## src/verilog/pmc_map.svh

```systemverilog
// Register offsets, field positions, reset values and counts of the power mode controller.
// Assumes a 12-bit APB byte address; every register is one aligned 32-bit word.
`ifndef PMC_MAP_SVH
`define PMC_MAP_SVH

// ****************************************************************
// Register offsets
// ****************************************************************
`define PMC_OFS_CPU_DIV      12'h000
`define PMC_OFS_FREQ_OUT     12'h004
`define PMC_OFS_PERIPH_DIS   12'h008
`define PMC_OFS_RTC_CTRL     12'h00C
`define PMC_OFS_RTC_PERIOD   12'h010
`define PMC_OFS_RTC_COUNT    12'h014
`define PMC_OFS_STATUS       12'h018

// ****************************************************************
// Field positions
// ****************************************************************
`define PMC_PROGRAMMABLE_FREQ_OUTPUT_EN_BIT      31
`define PMC_PROGRAMMABLE_FREQ_OUTPUT_RELOAD_MSB  15
`define PMC_RTC_LP_BIT       0
`define PMC_RTC_WAKE_BIT     1
`define PMC_DIV_MSB          7
`define PMC_PDIS_MSB         7
`define PMC_STATUS_MODE_MSB  1

// ****************************************************************
// Reset values and counts
// ****************************************************************
`define PMC_RST_CPU_DIV      8'h00
`define PMC_RST_PROGRAMMABLE_FREQ_OUTPUT_RELOAD  16'h0000
`define PMC_RST_PERIPH_DIS   8'h00
`define PMC_RTC_PRESCALE     32
`define PMC_RTC_PRE_LAST     5'h1F
`define PMC_ZERO32           32'h0000_0000

`endif

```

## src/verilog/pmc_pkg.sv

```systemverilog
// Types shared by the power mode controller: APB carriers, modes and state records.
// Assumes pmc_map.svh is included wherever offsets are needed.
package pmc_pkg;

  // ****************************************************************
  // Bus carriers
  // ****************************************************************
  typedef struct packed {
    logic        psel;
    logic        penable;
    logic        pwrite;
    logic [11:0] paddr;
    logic [31:0] pwdata;
  } pmc_apb_req_t;

  typedef struct packed {
    logic        pready;
    logic [31:0] prdata;
    logic        pslverr;
  } pmc_apb_rsp_t;

  // ****************************************************************
  // Power modes
  // ****************************************************************
  typedef enum logic [1:0] {
    PMC_ACTIVE,
    PMC_IDLE,
    PMC_SLEEP,
    PMC_PDOWN
  } pmc_mode_t;

  // ****************************************************************
  // Cpu side power instructions, one-cycle pulses
  // ****************************************************************
  typedef struct packed {
    logic idle;
    logic sleep;
    logic pdown;
  } pmc_instr_t;

  // ****************************************************************
  // State records
  // ****************************************************************
  typedef struct packed {
    pmc_mode_t   mode;
    logic [7:0]  cpu_div;
    logic [7:0]  div_cnt;
    logic        programmable_freq_output_en;
    logic [15:0] programmable_freq_output_reload;
    logic [15:0] programmable_freq_output_cnt;
    logic        programmable_freq_output_lvl;
    logic [7:0]  periph_dis;
    logic        rtc_lp;
    logic        wake_en;
    logic [31:0] prdata;
    logic        pslverr;
    logic        irq_s1;
    logic        irq_s2;
  } pmc_state_t;

  typedef struct packed {
    logic [4:0]  pre;
    logic [31:0] count;
    logic [15:0] period;
    logic [15:0] per_cnt;
    logic        wake;
  } pmc_rtc_t;

endpackage

```

## src/verilog/pmc_top.sv

```systemverilog
// Power mode controller: power-save modes, cpu clock divider, frequency output,
// per-peripheral clock gating and a reset-proof real time clock with wake-ups.
// Assumes a cpu core on clk_i that pulses the power instructions and an APB master.
//
// Functional notes
// - Power modes are entered only by cpu instruction pulses.
// - Idle halts the cpu clock; enabled peripherals keep their clocks.
// - Sleep and power down stop cpu and every peripheral clock.
// - Optionally the real time clock keeps counting in sleep and power down.
// - An active external interrupt ends sleep.
// - Clocks of inactive peripherals are gated off automatically.
// - Software programs a cpu clock divider; cpu runs at the reduced rate.
// - An output pin carries a clock whose frequency software programs.
// - A disable register stops a peripheral clock until re-enabled.
// - Each peripheral has its own enable bit, independent of others.
// - The real time clock issues periodic wake-ups ending low-power phases.
// - The real time clock ticks at the system clock divided by 32.
// - Real time clock registers are untouched by any reset; the code resets the control bits rtc_lp and wake_en to 0.
//
// Added by the designer: the address map and the APB register port.
`include "pmc_map.svh"
`timescale 1ns/100ps
`default_nettype none

module pmc_top
  import pmc_pkg::*;
(
  input  wire logic         clk_i,
  input  wire logic         rst_n_i,
  input  wire pmc_apb_req_t apb_i,
  output pmc_apb_rsp_t      apb_o,
  input  wire pmc_instr_t   instr_i,
  input  wire logic         ext_irq_i,
  input  wire logic         periph_irq_i,
  input  wire logic [7:0]   periph_active_i,
  output logic              cpu_clk_en_o,
  output logic [7:0]        periph_clk_en_o,
  output logic              freq_out_o,
  output logic              rtc_wake_o,
  output pmc_mode_t         mode_o
);

  // ****************************************************************
  // Reset release
  // ****************************************************************
  // Asserts at once; lifts on an edge so all flops leave reset together
  logic rst_s1;
  logic rst_n;

  always_ff @(posedge clk_i or negedge rst_n_i) begin
    if (!rst_n_i) begin
      rst_s1 <= 1'b0;
      rst_n  <= 1'b0;
    end else begin
      rst_s1 <= 1'b1;
      rst_n  <= rst_s1;
    end
  end

  // ****************************************************************
  // Declarations
  // ****************************************************************
  pmc_state_t  s;
  pmc_state_t  next_s;
  pmc_rtc_t    rtc;
  pmc_rtc_t    next_rtc;
  logic        setup;
  logic        wr_access;
  logic        low_power;
  logic        rtc_run;
  logic        rtc_tick;
  logic [31:0] rd_value;
  logic        rd_hit;

  // Address decode and write strobes
  logic        sel_cpu_div;
  logic        sel_freq_out;
  logic        sel_periph_dis;
  logic        sel_rtc_ctrl;
  logic        sel_rtc_period;
  logic        sel_rtc_count;
  logic        sel_status;
  logic        we_rtc_period;
  logic        we_rtc_count;

  // Mode flags and wake sources
  logic        in_active;
  logic        in_sleep;
  logic        in_pdown;
  logic        idle_wake;
  logic        pdown_wake;

  // Counter wrap points
  logic        div_wrap;
  logic        programmable_freq_output_wrap;
  logic        rtc_period_end;

  assign setup     = apb_i.psel && !apb_i.penable;
  assign wr_access = apb_i.psel && apb_i.penable && apb_i.pwrite;
  assign in_active = (s.mode == PMC_ACTIVE);
  assign in_sleep  = (s.mode == PMC_SLEEP);
  assign in_pdown  = (s.mode == PMC_PDOWN);
  assign low_power = in_sleep || in_pdown;

  // Oscillator prescale runs whatever the cpu divider says
  assign rtc_tick  = (rtc.pre == `PMC_RTC_PRE_LAST);
  // Stopped in deep modes unless software asked it to keep time
  assign rtc_run   = !low_power || s.rtc_lp;

  // ****************************************************************
  // Counter wraps
  // ****************************************************************
  assign div_wrap       = (s.div_cnt >= s.cpu_div);
  assign programmable_freq_output_wrap      = (s.programmable_freq_output_cnt >= s.programmable_freq_output_reload);
  assign rtc_period_end = (rtc.per_cnt >= rtc.period);

  // ****************************************************************
  // Wake sources
  // ****************************************************************
  assign idle_wake  = periph_irq_i || s.irq_s2 || rtc.wake;
  // Power down listens to the clock wake-up alone
  assign pdown_wake = rtc.wake;

  // ****************************************************************
  // Address decode
  // ****************************************************************
  always_comb begin
    sel_cpu_div    = 1'b0;
    sel_freq_out   = 1'b0;
    sel_periph_dis = 1'b0;
    sel_rtc_ctrl   = 1'b0;
    sel_rtc_period = 1'b0;
    sel_rtc_count  = 1'b0;
    sel_status     = 1'b0;
    // Status is read-only: a write to it is dropped without an error
    if (apb_i.paddr == `PMC_OFS_CPU_DIV) begin
      sel_cpu_div = 1'b1;
    end else if (apb_i.paddr == `PMC_OFS_FREQ_OUT) begin
      sel_freq_out = 1'b1;
    end else if (apb_i.paddr == `PMC_OFS_PERIPH_DIS) begin
      sel_periph_dis = 1'b1;
    end else if (apb_i.paddr == `PMC_OFS_RTC_CTRL) begin
      sel_rtc_ctrl = 1'b1;
    end else if (apb_i.paddr == `PMC_OFS_RTC_PERIOD) begin
      sel_rtc_period = 1'b1;
    end else if (apb_i.paddr == `PMC_OFS_RTC_COUNT) begin
      sel_rtc_count = 1'b1;
    end else if (apb_i.paddr == `PMC_OFS_STATUS) begin
      sel_status = 1'b1;
    end
  end

  // Writes land in the access phase, the edge at which pready is sampled
  assign we_rtc_period = wr_access && sel_rtc_period;
  assign we_rtc_count  = wr_access && sel_rtc_count;

  // ****************************************************************
  // Read decode
  // ****************************************************************
  always_comb begin
    rd_value = `PMC_ZERO32;
    rd_hit   = 1'b1;
    if (sel_cpu_div) begin
      rd_value[`PMC_DIV_MSB:0] = s.cpu_div;
    end else if (sel_freq_out) begin
      rd_value[`PMC_PROGRAMMABLE_FREQ_OUTPUT_EN_BIT]         = s.programmable_freq_output_en;
      rd_value[`PMC_PROGRAMMABLE_FREQ_OUTPUT_RELOAD_MSB:0]   = s.programmable_freq_output_reload;
    end else if (sel_periph_dis) begin
      rd_value[`PMC_PDIS_MSB:0] = s.periph_dis;
    end else if (sel_rtc_ctrl) begin
      rd_value[`PMC_RTC_LP_BIT]   = s.rtc_lp;
      rd_value[`PMC_RTC_WAKE_BIT] = s.wake_en;
    end else if (sel_rtc_period) begin
      rd_value[`PMC_PROGRAMMABLE_FREQ_OUTPUT_RELOAD_MSB:0] = rtc.period;
    end else if (sel_rtc_count) begin
      rd_value = rtc.count;
    end else if (sel_status) begin
      rd_value[`PMC_STATUS_MODE_MSB:0] = s.mode;
    end else begin
      rd_hit = 1'b0;
    end
  end

  // ****************************************************************
  // Main state
  // ****************************************************************
  always_comb begin
    next_s        = s;
    // Only the second synchroniser stage feeds the mode logic
    next_s.irq_s1 = ext_irq_i;
    next_s.irq_s2 = s.irq_s1;

    // Read data and error are captured in the setup phase so the access phase answers at once
    if (setup) begin
      next_s.prdata  = apb_i.pwrite ? `PMC_ZERO32 : rd_value;
      next_s.pslverr = !rd_hit;
    end

    if (wr_access) begin
      if (sel_cpu_div) begin
        next_s.cpu_div = apb_i.pwdata[`PMC_DIV_MSB:0];
      end else if (sel_freq_out) begin
        next_s.programmable_freq_output_en     = apb_i.pwdata[`PMC_PROGRAMMABLE_FREQ_OUTPUT_EN_BIT];
        next_s.programmable_freq_output_reload = apb_i.pwdata[`PMC_PROGRAMMABLE_FREQ_OUTPUT_RELOAD_MSB:0];
      end else if (sel_periph_dis) begin
        next_s.periph_dis = apb_i.pwdata[`PMC_PDIS_MSB:0];
      end else if (sel_rtc_ctrl) begin
        next_s.rtc_lp  = apb_i.pwdata[`PMC_RTC_LP_BIT];
        next_s.wake_en = apb_i.pwdata[`PMC_RTC_WAKE_BIT];
      end
    end

    // Cpu clock divider; counter holds while the cpu is halted
    if (in_active) begin
      next_s.div_cnt = div_wrap ? 8'h00 : s.div_cnt + 8'h01;
    end

    // Frequency output stops with every other clock in the deep modes
    // A reload of n toggles the pin every n+1 cycles
    if (!s.programmable_freq_output_en || low_power) begin
      next_s.programmable_freq_output_cnt = `PMC_RST_PROGRAMMABLE_FREQ_OUTPUT_RELOAD;
    end else if (programmable_freq_output_wrap) begin
      next_s.programmable_freq_output_cnt = `PMC_RST_PROGRAMMABLE_FREQ_OUTPUT_RELOAD;
      next_s.programmable_freq_output_lvl = !s.programmable_freq_output_lvl;
    end else begin
      next_s.programmable_freq_output_cnt = s.programmable_freq_output_cnt + 16'h0001;
    end

    // Mode sequencing
    case (s.mode)
      PMC_ACTIVE: begin
        // Only instruction pulses move the mode; no register does
        if (instr_i.pdown) begin
          next_s.mode = PMC_PDOWN;
        end else if (instr_i.sleep) begin
          next_s.mode = PMC_SLEEP;
        end else if (instr_i.idle) begin
          next_s.mode = PMC_IDLE;
        end
      end
      PMC_IDLE: begin
        if (idle_wake) begin
          next_s.mode = PMC_ACTIVE;
        end
      end
      PMC_SLEEP: begin
        if (s.irq_s2) begin
          next_s.mode = PMC_ACTIVE;
        end else if (rtc.wake) begin
          next_s.mode = PMC_ACTIVE;
        end
      end
      PMC_PDOWN: begin
        // Interrupt pins are deliberately ignored here
        if (pdown_wake) begin
          next_s.mode = PMC_ACTIVE;
        end
      end
      default: begin
        next_s.mode = PMC_ACTIVE;
      end
    endcase
  end

  // ****************************************************************
  // State registers
  // ****************************************************************
  always_ff @(posedge clk_i or negedge rst_n) begin
    if (!rst_n) begin
      s             <= '0;
      s.mode        <= PMC_ACTIVE;
      s.cpu_div     <= `PMC_RST_CPU_DIV;
      s.programmable_freq_output_reload <= `PMC_RST_PROGRAMMABLE_FREQ_OUTPUT_RELOAD;
      s.periph_dis  <= `PMC_RST_PERIPH_DIS;
    end else begin
      s <= next_s;
    end
  end

  // ****************************************************************
  // Real time clock
  // ****************************************************************
  always_comb begin
    next_rtc      = rtc;
    next_rtc.wake = 1'b0;
    if (we_rtc_period) begin
      next_rtc.period = apb_i.pwdata[`PMC_PROGRAMMABLE_FREQ_OUTPUT_RELOAD_MSB:0];
    end
    if (we_rtc_count) begin
      next_rtc.count   = apb_i.pwdata;
      // Loading the count also starts the unreset prescale and period chain
      next_rtc.pre     = 5'h00;
      next_rtc.per_cnt = 16'h0000;
    end else if (rtc_run) begin
      next_rtc.pre = rtc.pre + 5'h01;
      if (rtc_tick) begin
        next_rtc.count = rtc.count + 32'h0000_0001;
        if (rtc_period_end) begin
          next_rtc.per_cnt = 16'h0000;
          next_rtc.wake    = s.wake_en;
        end else begin
          next_rtc.per_cnt = rtc.per_cnt + 16'h0001;
        end
      end
    end
  end

  // No reset: time must survive every reset, so values start unknown after power-up
  always_ff @(posedge clk_i) begin
    rtc <= next_rtc;
  end

  // ****************************************************************
  // Clock enables
  // ****************************************************************
  // Cpu halted in idle, sleep and power down
  assign cpu_clk_en_o = in_active && (s.div_cnt == 8'h00);

  genvar gi;
  generate
    for (gi = 0; gi < 8; gi = gi + 1) begin : g_periph
      // One bit per peripheral; inactive ones lose their clock without software
      assign periph_clk_en_o[gi] = !low_power && !s.periph_dis[gi] && periph_active_i[gi];
    end
  endgenerate

  // ****************************************************************
  // Outputs
  // ****************************************************************
  assign freq_out_o     = s.programmable_freq_output_lvl;
  assign rtc_wake_o     = rtc.wake;
  assign mode_o         = s.mode;

  // ****************************************************************
  // Bus response
  // ****************************************************************
  // Zero wait states: every access phase completes at once
  assign apb_o.pready   = 1'b1;
  assign apb_o.prdata   = s.prdata;
  assign apb_o.pslverr  = s.pslverr && apb_i.psel && apb_i.penable;

endmodule // pmc_top

`default_nettype wire

```

## config.mk

```make
export PLATFORM = sky130hd
export DESIGN_NAME = pmc_top
export DESIGN_NICKNAME = d
export VERILOG_FILES = /design/src/verilog/pmc_pkg.sv /design/src/verilog/pmc_top.sv
export VERILOG_INCLUDE_DIRS = /design/src /design/src/verilog
export SDC_FILE = /design/constraint.sdc
export NUM_CORES = 1
export LEC_CHECK = 0
export ABC_AREA = 1
export BUFFER_PORTS_ARGS = -buffer_cell sky130_fd_sc_hd__buf_2
export CAP_MARGIN = 20
export CORE_MARGIN = 2
export CORE_UTILIZATION = 30
export DETAILED_ROUTE_END_ITERATION = 8
export PLACE_DENSITY_LB_ADDON = 0.12
export SLEW_MARGIN = 0
export SYNTH_ARGS = -nofsm -noshare
export SYNTH_HDL_FRONTEND = slang
export SYNTH_SLANG_ARGS = --single-unit
```

## constraint.sdc

```tcl
create_clock -name clk_i -period 3.23 [get_ports clk_i]
set_input_delay 0.1615 -clock clk_i [delete_from_list [all_inputs] [get_ports clk_i]]
set_output_delay 0.1615 -clock clk_i [all_outputs]
set_load 0.1 [all_outputs]
```

### Word level (Yosys, flattened, before mapping)

Index checks and enable logic that the tools add are counted.
W data, S select, Z words.

* output and inout port bits: 47
* word-level logic and storage cells: 177
* bits of input ports: 62
* register bits: 169

* reduce and logical (&&, ||, !) cells: 56
* add/subtract/negate cells: 5
* muxes and demuxes: 73
* equal/unequal tests: 12
* order comparisons: 3
* bitwise logic cells: 7

Operators by type and width (count)
* $mux W30: 7
* $mux W16: 10
* $mux W32: 4
* $mux W24: 2
* $eq A12 B5 Y1 const B: 3
* $mux W1: 36
* $add A16 B1 Y16 const B: 2
* $add A32 B1 Y32 const B: 1
* $ge A16 B16 Y1: 2
* $eq A12 B4 Y1 const B: 2
* $logic_and A1 B1 Y1: 24
* $mux W8: 3
* $mux W2: 9
* $mux W15: 1
* $logic_not A1 Y1: 13
* $eq A12 B3 Y1 const B: 1
* $logic_not A12 Y1: 1
* $reduce_and A2 Y1: 5
* $add A8 B1 Y8 const B: 1
* $ge A8 B8 Y1: 1
* $logic_not A8 Y1: 1
* $pmux W2 S4: 1
* $not A1 Y1: 7
* $add A5 B1 Y5 const B: 1
* other kinds (12): 18

### Depth between registers and ports, before layout

* depth in word-level cells: 23
* depth in mapped cells: 15
* gate-level depth less buffers: 15

### Least setup slack after synthesis

Ideal clock, no wire load.

* path kind: reg-to-output
* start point: reg s (netlist bit mode_o[1])
* end point: out cpu_clk_en_o
* data required time: 3.069 ns
* cell stages (with the launch flop): 5
* arrival time: 2.866 ns
* buffers on the path: 1
* setup slack: 0.202 ns
* path through: dfrtp_1 nor2_1 buf_2 inv_1 nor3_1

* word-level cells in the longest chain between the ends: 2

RTL lines
* start: declaration: line pmc_top.sv:63 `pmc_state_t s;`
* start signal: assignment: line pmc_top.sv:276 `s <= next_s;`
* $logic_not A2 Y1: line pmc_top.sv:100 `assign in_active = (s.mode == PMC_ACTIVE);`
* $logic_and A1 B1 Y1: line pmc_top.sv:317 `assign cpu_clk_en_o = in_active && (s.div_cnt == 8'h00);`
* end: declaration: line pmc_top.sv:36 `output logic cpu_clk_en_o,`

No other way between the ends.

### Final worst setup path

Ends and elaborated chain as after synthesis.

==> flow_summary.yaml <==
sta:
  drv_slew: 0
  fin_crit_ps: 2355
  period_share_pct: 72.92
  finalSetupViolations: 0
  worst_pin_slew_ps: 730.6
  hold_viol_final: 0
  clock.fmax_mhz: 424.6
  rsz0062_at_grt: "no"
  whs_ps: 19.79
  finalSetupTns_ps: 0
  clock-skew-final_ps: 11.48
  relSlewSlack_pct: 51.22
setup_path:
  critical_path_arrival_ps: 2190
  worstPathMaxFanout: 13
  path_class: "reg2out"
  critical_path_required_ps: 3070
  path_cells: "nor2_1, buf_4, inv_1, nor3_1, buf_2"
  cpPeakStageDelay_ps: 610
  endpoint_kind: "primary output"
  critPathSlowestCell: "dfrtp_1"
  cp-start-kind: "register"
yosys:
  ys_seq_area_share_pct: 44.34
  syn_area_per_cell_um2: 8.126
  synth_flop_cell: "dfrtp_1"
  netlist-cell-type-count: 52
  synth_edf_count: 48
  synth.ff_latch_count: 169
  synth_area_um2: 9832
  yosysWarnings: 0
  synthArstFlopShare_pct: 58.58
  synthCells: 1210
cells_and_area:
  stdcell_area_um2: 11410
  final_util_pct: 35.25
  area_growth_pct: 16.07
  drive_above_1_share_pct: 15.95
  layout.area.seq_um2: 4363
  final_nets: 1419
  fill_cells: 3477
  antennaDiodeCount: 0
  multi_input_area_um2: 4496
drt:
  wl_per_cell_um: 16.27
  num_vias: 8065
  detail-route-antenna-nets: 0
  drt_pre_antenna_iters: 5
  routed_wl_um: 28720
  vias_per_cell: 4.569
  drtIter0Drc: 532
  drc_errors: 0
floorplan:
  fp.coreArea_um2: 32370
  num_rows: 66
  start_util_pct: 30.37
  ios: 109
  floorplan.die_area_um2: 34240
  die_y_um: 185.0
  die_w_um: 185.0
clocking:
  numCtsBuffers: 17
  cts_setup_buffers: 0
  cts_root_buf: "clkbuf_16"
  htreeDepth: 4
  cts_tree: "done"
  insertion_delay_ps: 450
  cts_resized: 0
  path_clk_slew_ps: 70
  cts_buffer_depth: 2
  cts_sinks: 169
grt:
  grt_max_degree: 63
  overflow: 0
  antenna_found_initial: 0
  grt_pass1_wl_um: 45480
  first_global_vias: 8065
  grt.total_usage_pct: 17.66
place:
  routabilityCongestion: 0.8411
  placed_cell_area_um2: 10600
  hpwl_um: 21900
  io_buffer_count: 107
power_and_ir_drop:
  power_density_nw_per_um2: 479.6
  power_leakage_nw: 5.356
  ir_drop_uv: 368.3
  power_mw: 5.473
run_status:
  status: "completed"
flow_run:
  cap_violations: 0
min_path:
  hold_class: "in2reg"
[where the power goes]
| part | internal (mW) | total [mW] | switching, mW |
|---|---|---|---|
| clock | 1.09 | 2.06 | 0.970 |
| sequential | 2.29 | 2.42 | 0.127 |
| combinational | 0.268 | 0.998 | 0.731 |
| total | 3.65 | 5.47 | 1.83 |
[cell families (layout without fill, tap and decap cells)]
group	Yosys count	after routing	synth area share (%)
simple gates	555	555	25.44
flops	169	169	44.34
fa+ha+maj	47	47	5.981
other cells	1	2	0.03814
buf+inv	216	328	10.04
xor+xnor	43	43	3.830
compound gates	174	174	9.684
mux	5	5	0.6490
[cell type report]
class	instances	area share, %
sequential	169	38.23
inverter	159	5.230
multi-input combinational	826	39.39
clock buffer	19	3.793
timing repair buffer	137	7.302
tap	442	4.846
clock inverter	13	1.206
[path summary, 6_finish.rpt]
path / from / end / slack [ps] / cells past startpoint
max in group asynchronous: rst_n / s[43] / 2180 / 1
max reg2reg: rtc[33] / rtc[55] / 1040 / 11
min reg2reg: rst_n / s[59] / 310 / 0
min in group asynchronous: rst_n_i / rst_n / 30 / 2
max: mode_o[1] / cpu_clk_en_o / 870 / 5
min: apb_i[21] / rtc[54] / 20 / 3
[metal layers]
metal	share of wire, %	global-route usage (%)
met5	0	0
met4	1.2	4.762
met3	3.3	2.871
met2	46	28.63
met1	49	24.38
[Yosys cell counts (all sizes together) (3+ instances only)]
cell type    n  area share, %
ha          47            6.0
nand2      310             12
a31oi        4           0.25
dfxtp       22            4.5
xnor2       11           0.98
and3         3           0.24
dfrtp       99             25
inv        158            6.0
nor3        37            2.3
buf         49            3.7
nand3       59            3.2
nand4       23            1.6
xor2        32            2.9
clkbuf       8           0.31
o211ai       9           0.69
mux2         5           0.65
o21ai      111            5.8
nor2       114            5.2
edfxtp      48             15
a21oi       37            1.9
[layout by cell type (no fill, tap or decap), types with 24 or more instances in the layout]
cell	netlist	layout
dfrtp_1	99	98
a21oi_1	37	37
nor2_1	101	101
xor2_1	32	32
nand2_1	295	295
nor3_1	32	32
ha_1	47	47
nand3_1	55	55
dlygate4sd3_1	0	24
inv_1	145	145
buf_2	9	107
edfxtp_1	48	48
o21ai_1	25	25
o21ai_0	81	81
[critical path, delay by kind of cell, from the launching register on]
family | cells | cell delay (ps)
buffers and inverters | 3 | 740
flip-flops | 1 | 610
AND/OR/NAND/NOR | 2 | 400
[sequential cells by signal, summed over array words and instances, names as in the netlist]
signal,count
s,61
rtc_wake_o,1
freq_out_o,1
apb_o,32
rst_s1,1
next_s,1
mode_o,2
rtc,69
rst_n,1
[through the flow]
| step | std cells | setup WS (ps) |
|---|---|---|
| 2_1_floorplan | 1211 | 202.4 |
| 3_3_place_gp | 1709 | 1070 |
| 3_5_place_dp | 1709 | 1020 |
| 4_1_cts | 1765 | 801.8 |
| 5_1_grt | 1765 | 735.0 |
| 6_report | 1765 | 874.8 |
[timing repair]
item	in CTS	in global routing
endpoints found under the hold margin	24	0
endpoints found under the setup margin	0	0
hold buffers	24	0
Note: power is estimated with default switching activity, not from simulation.
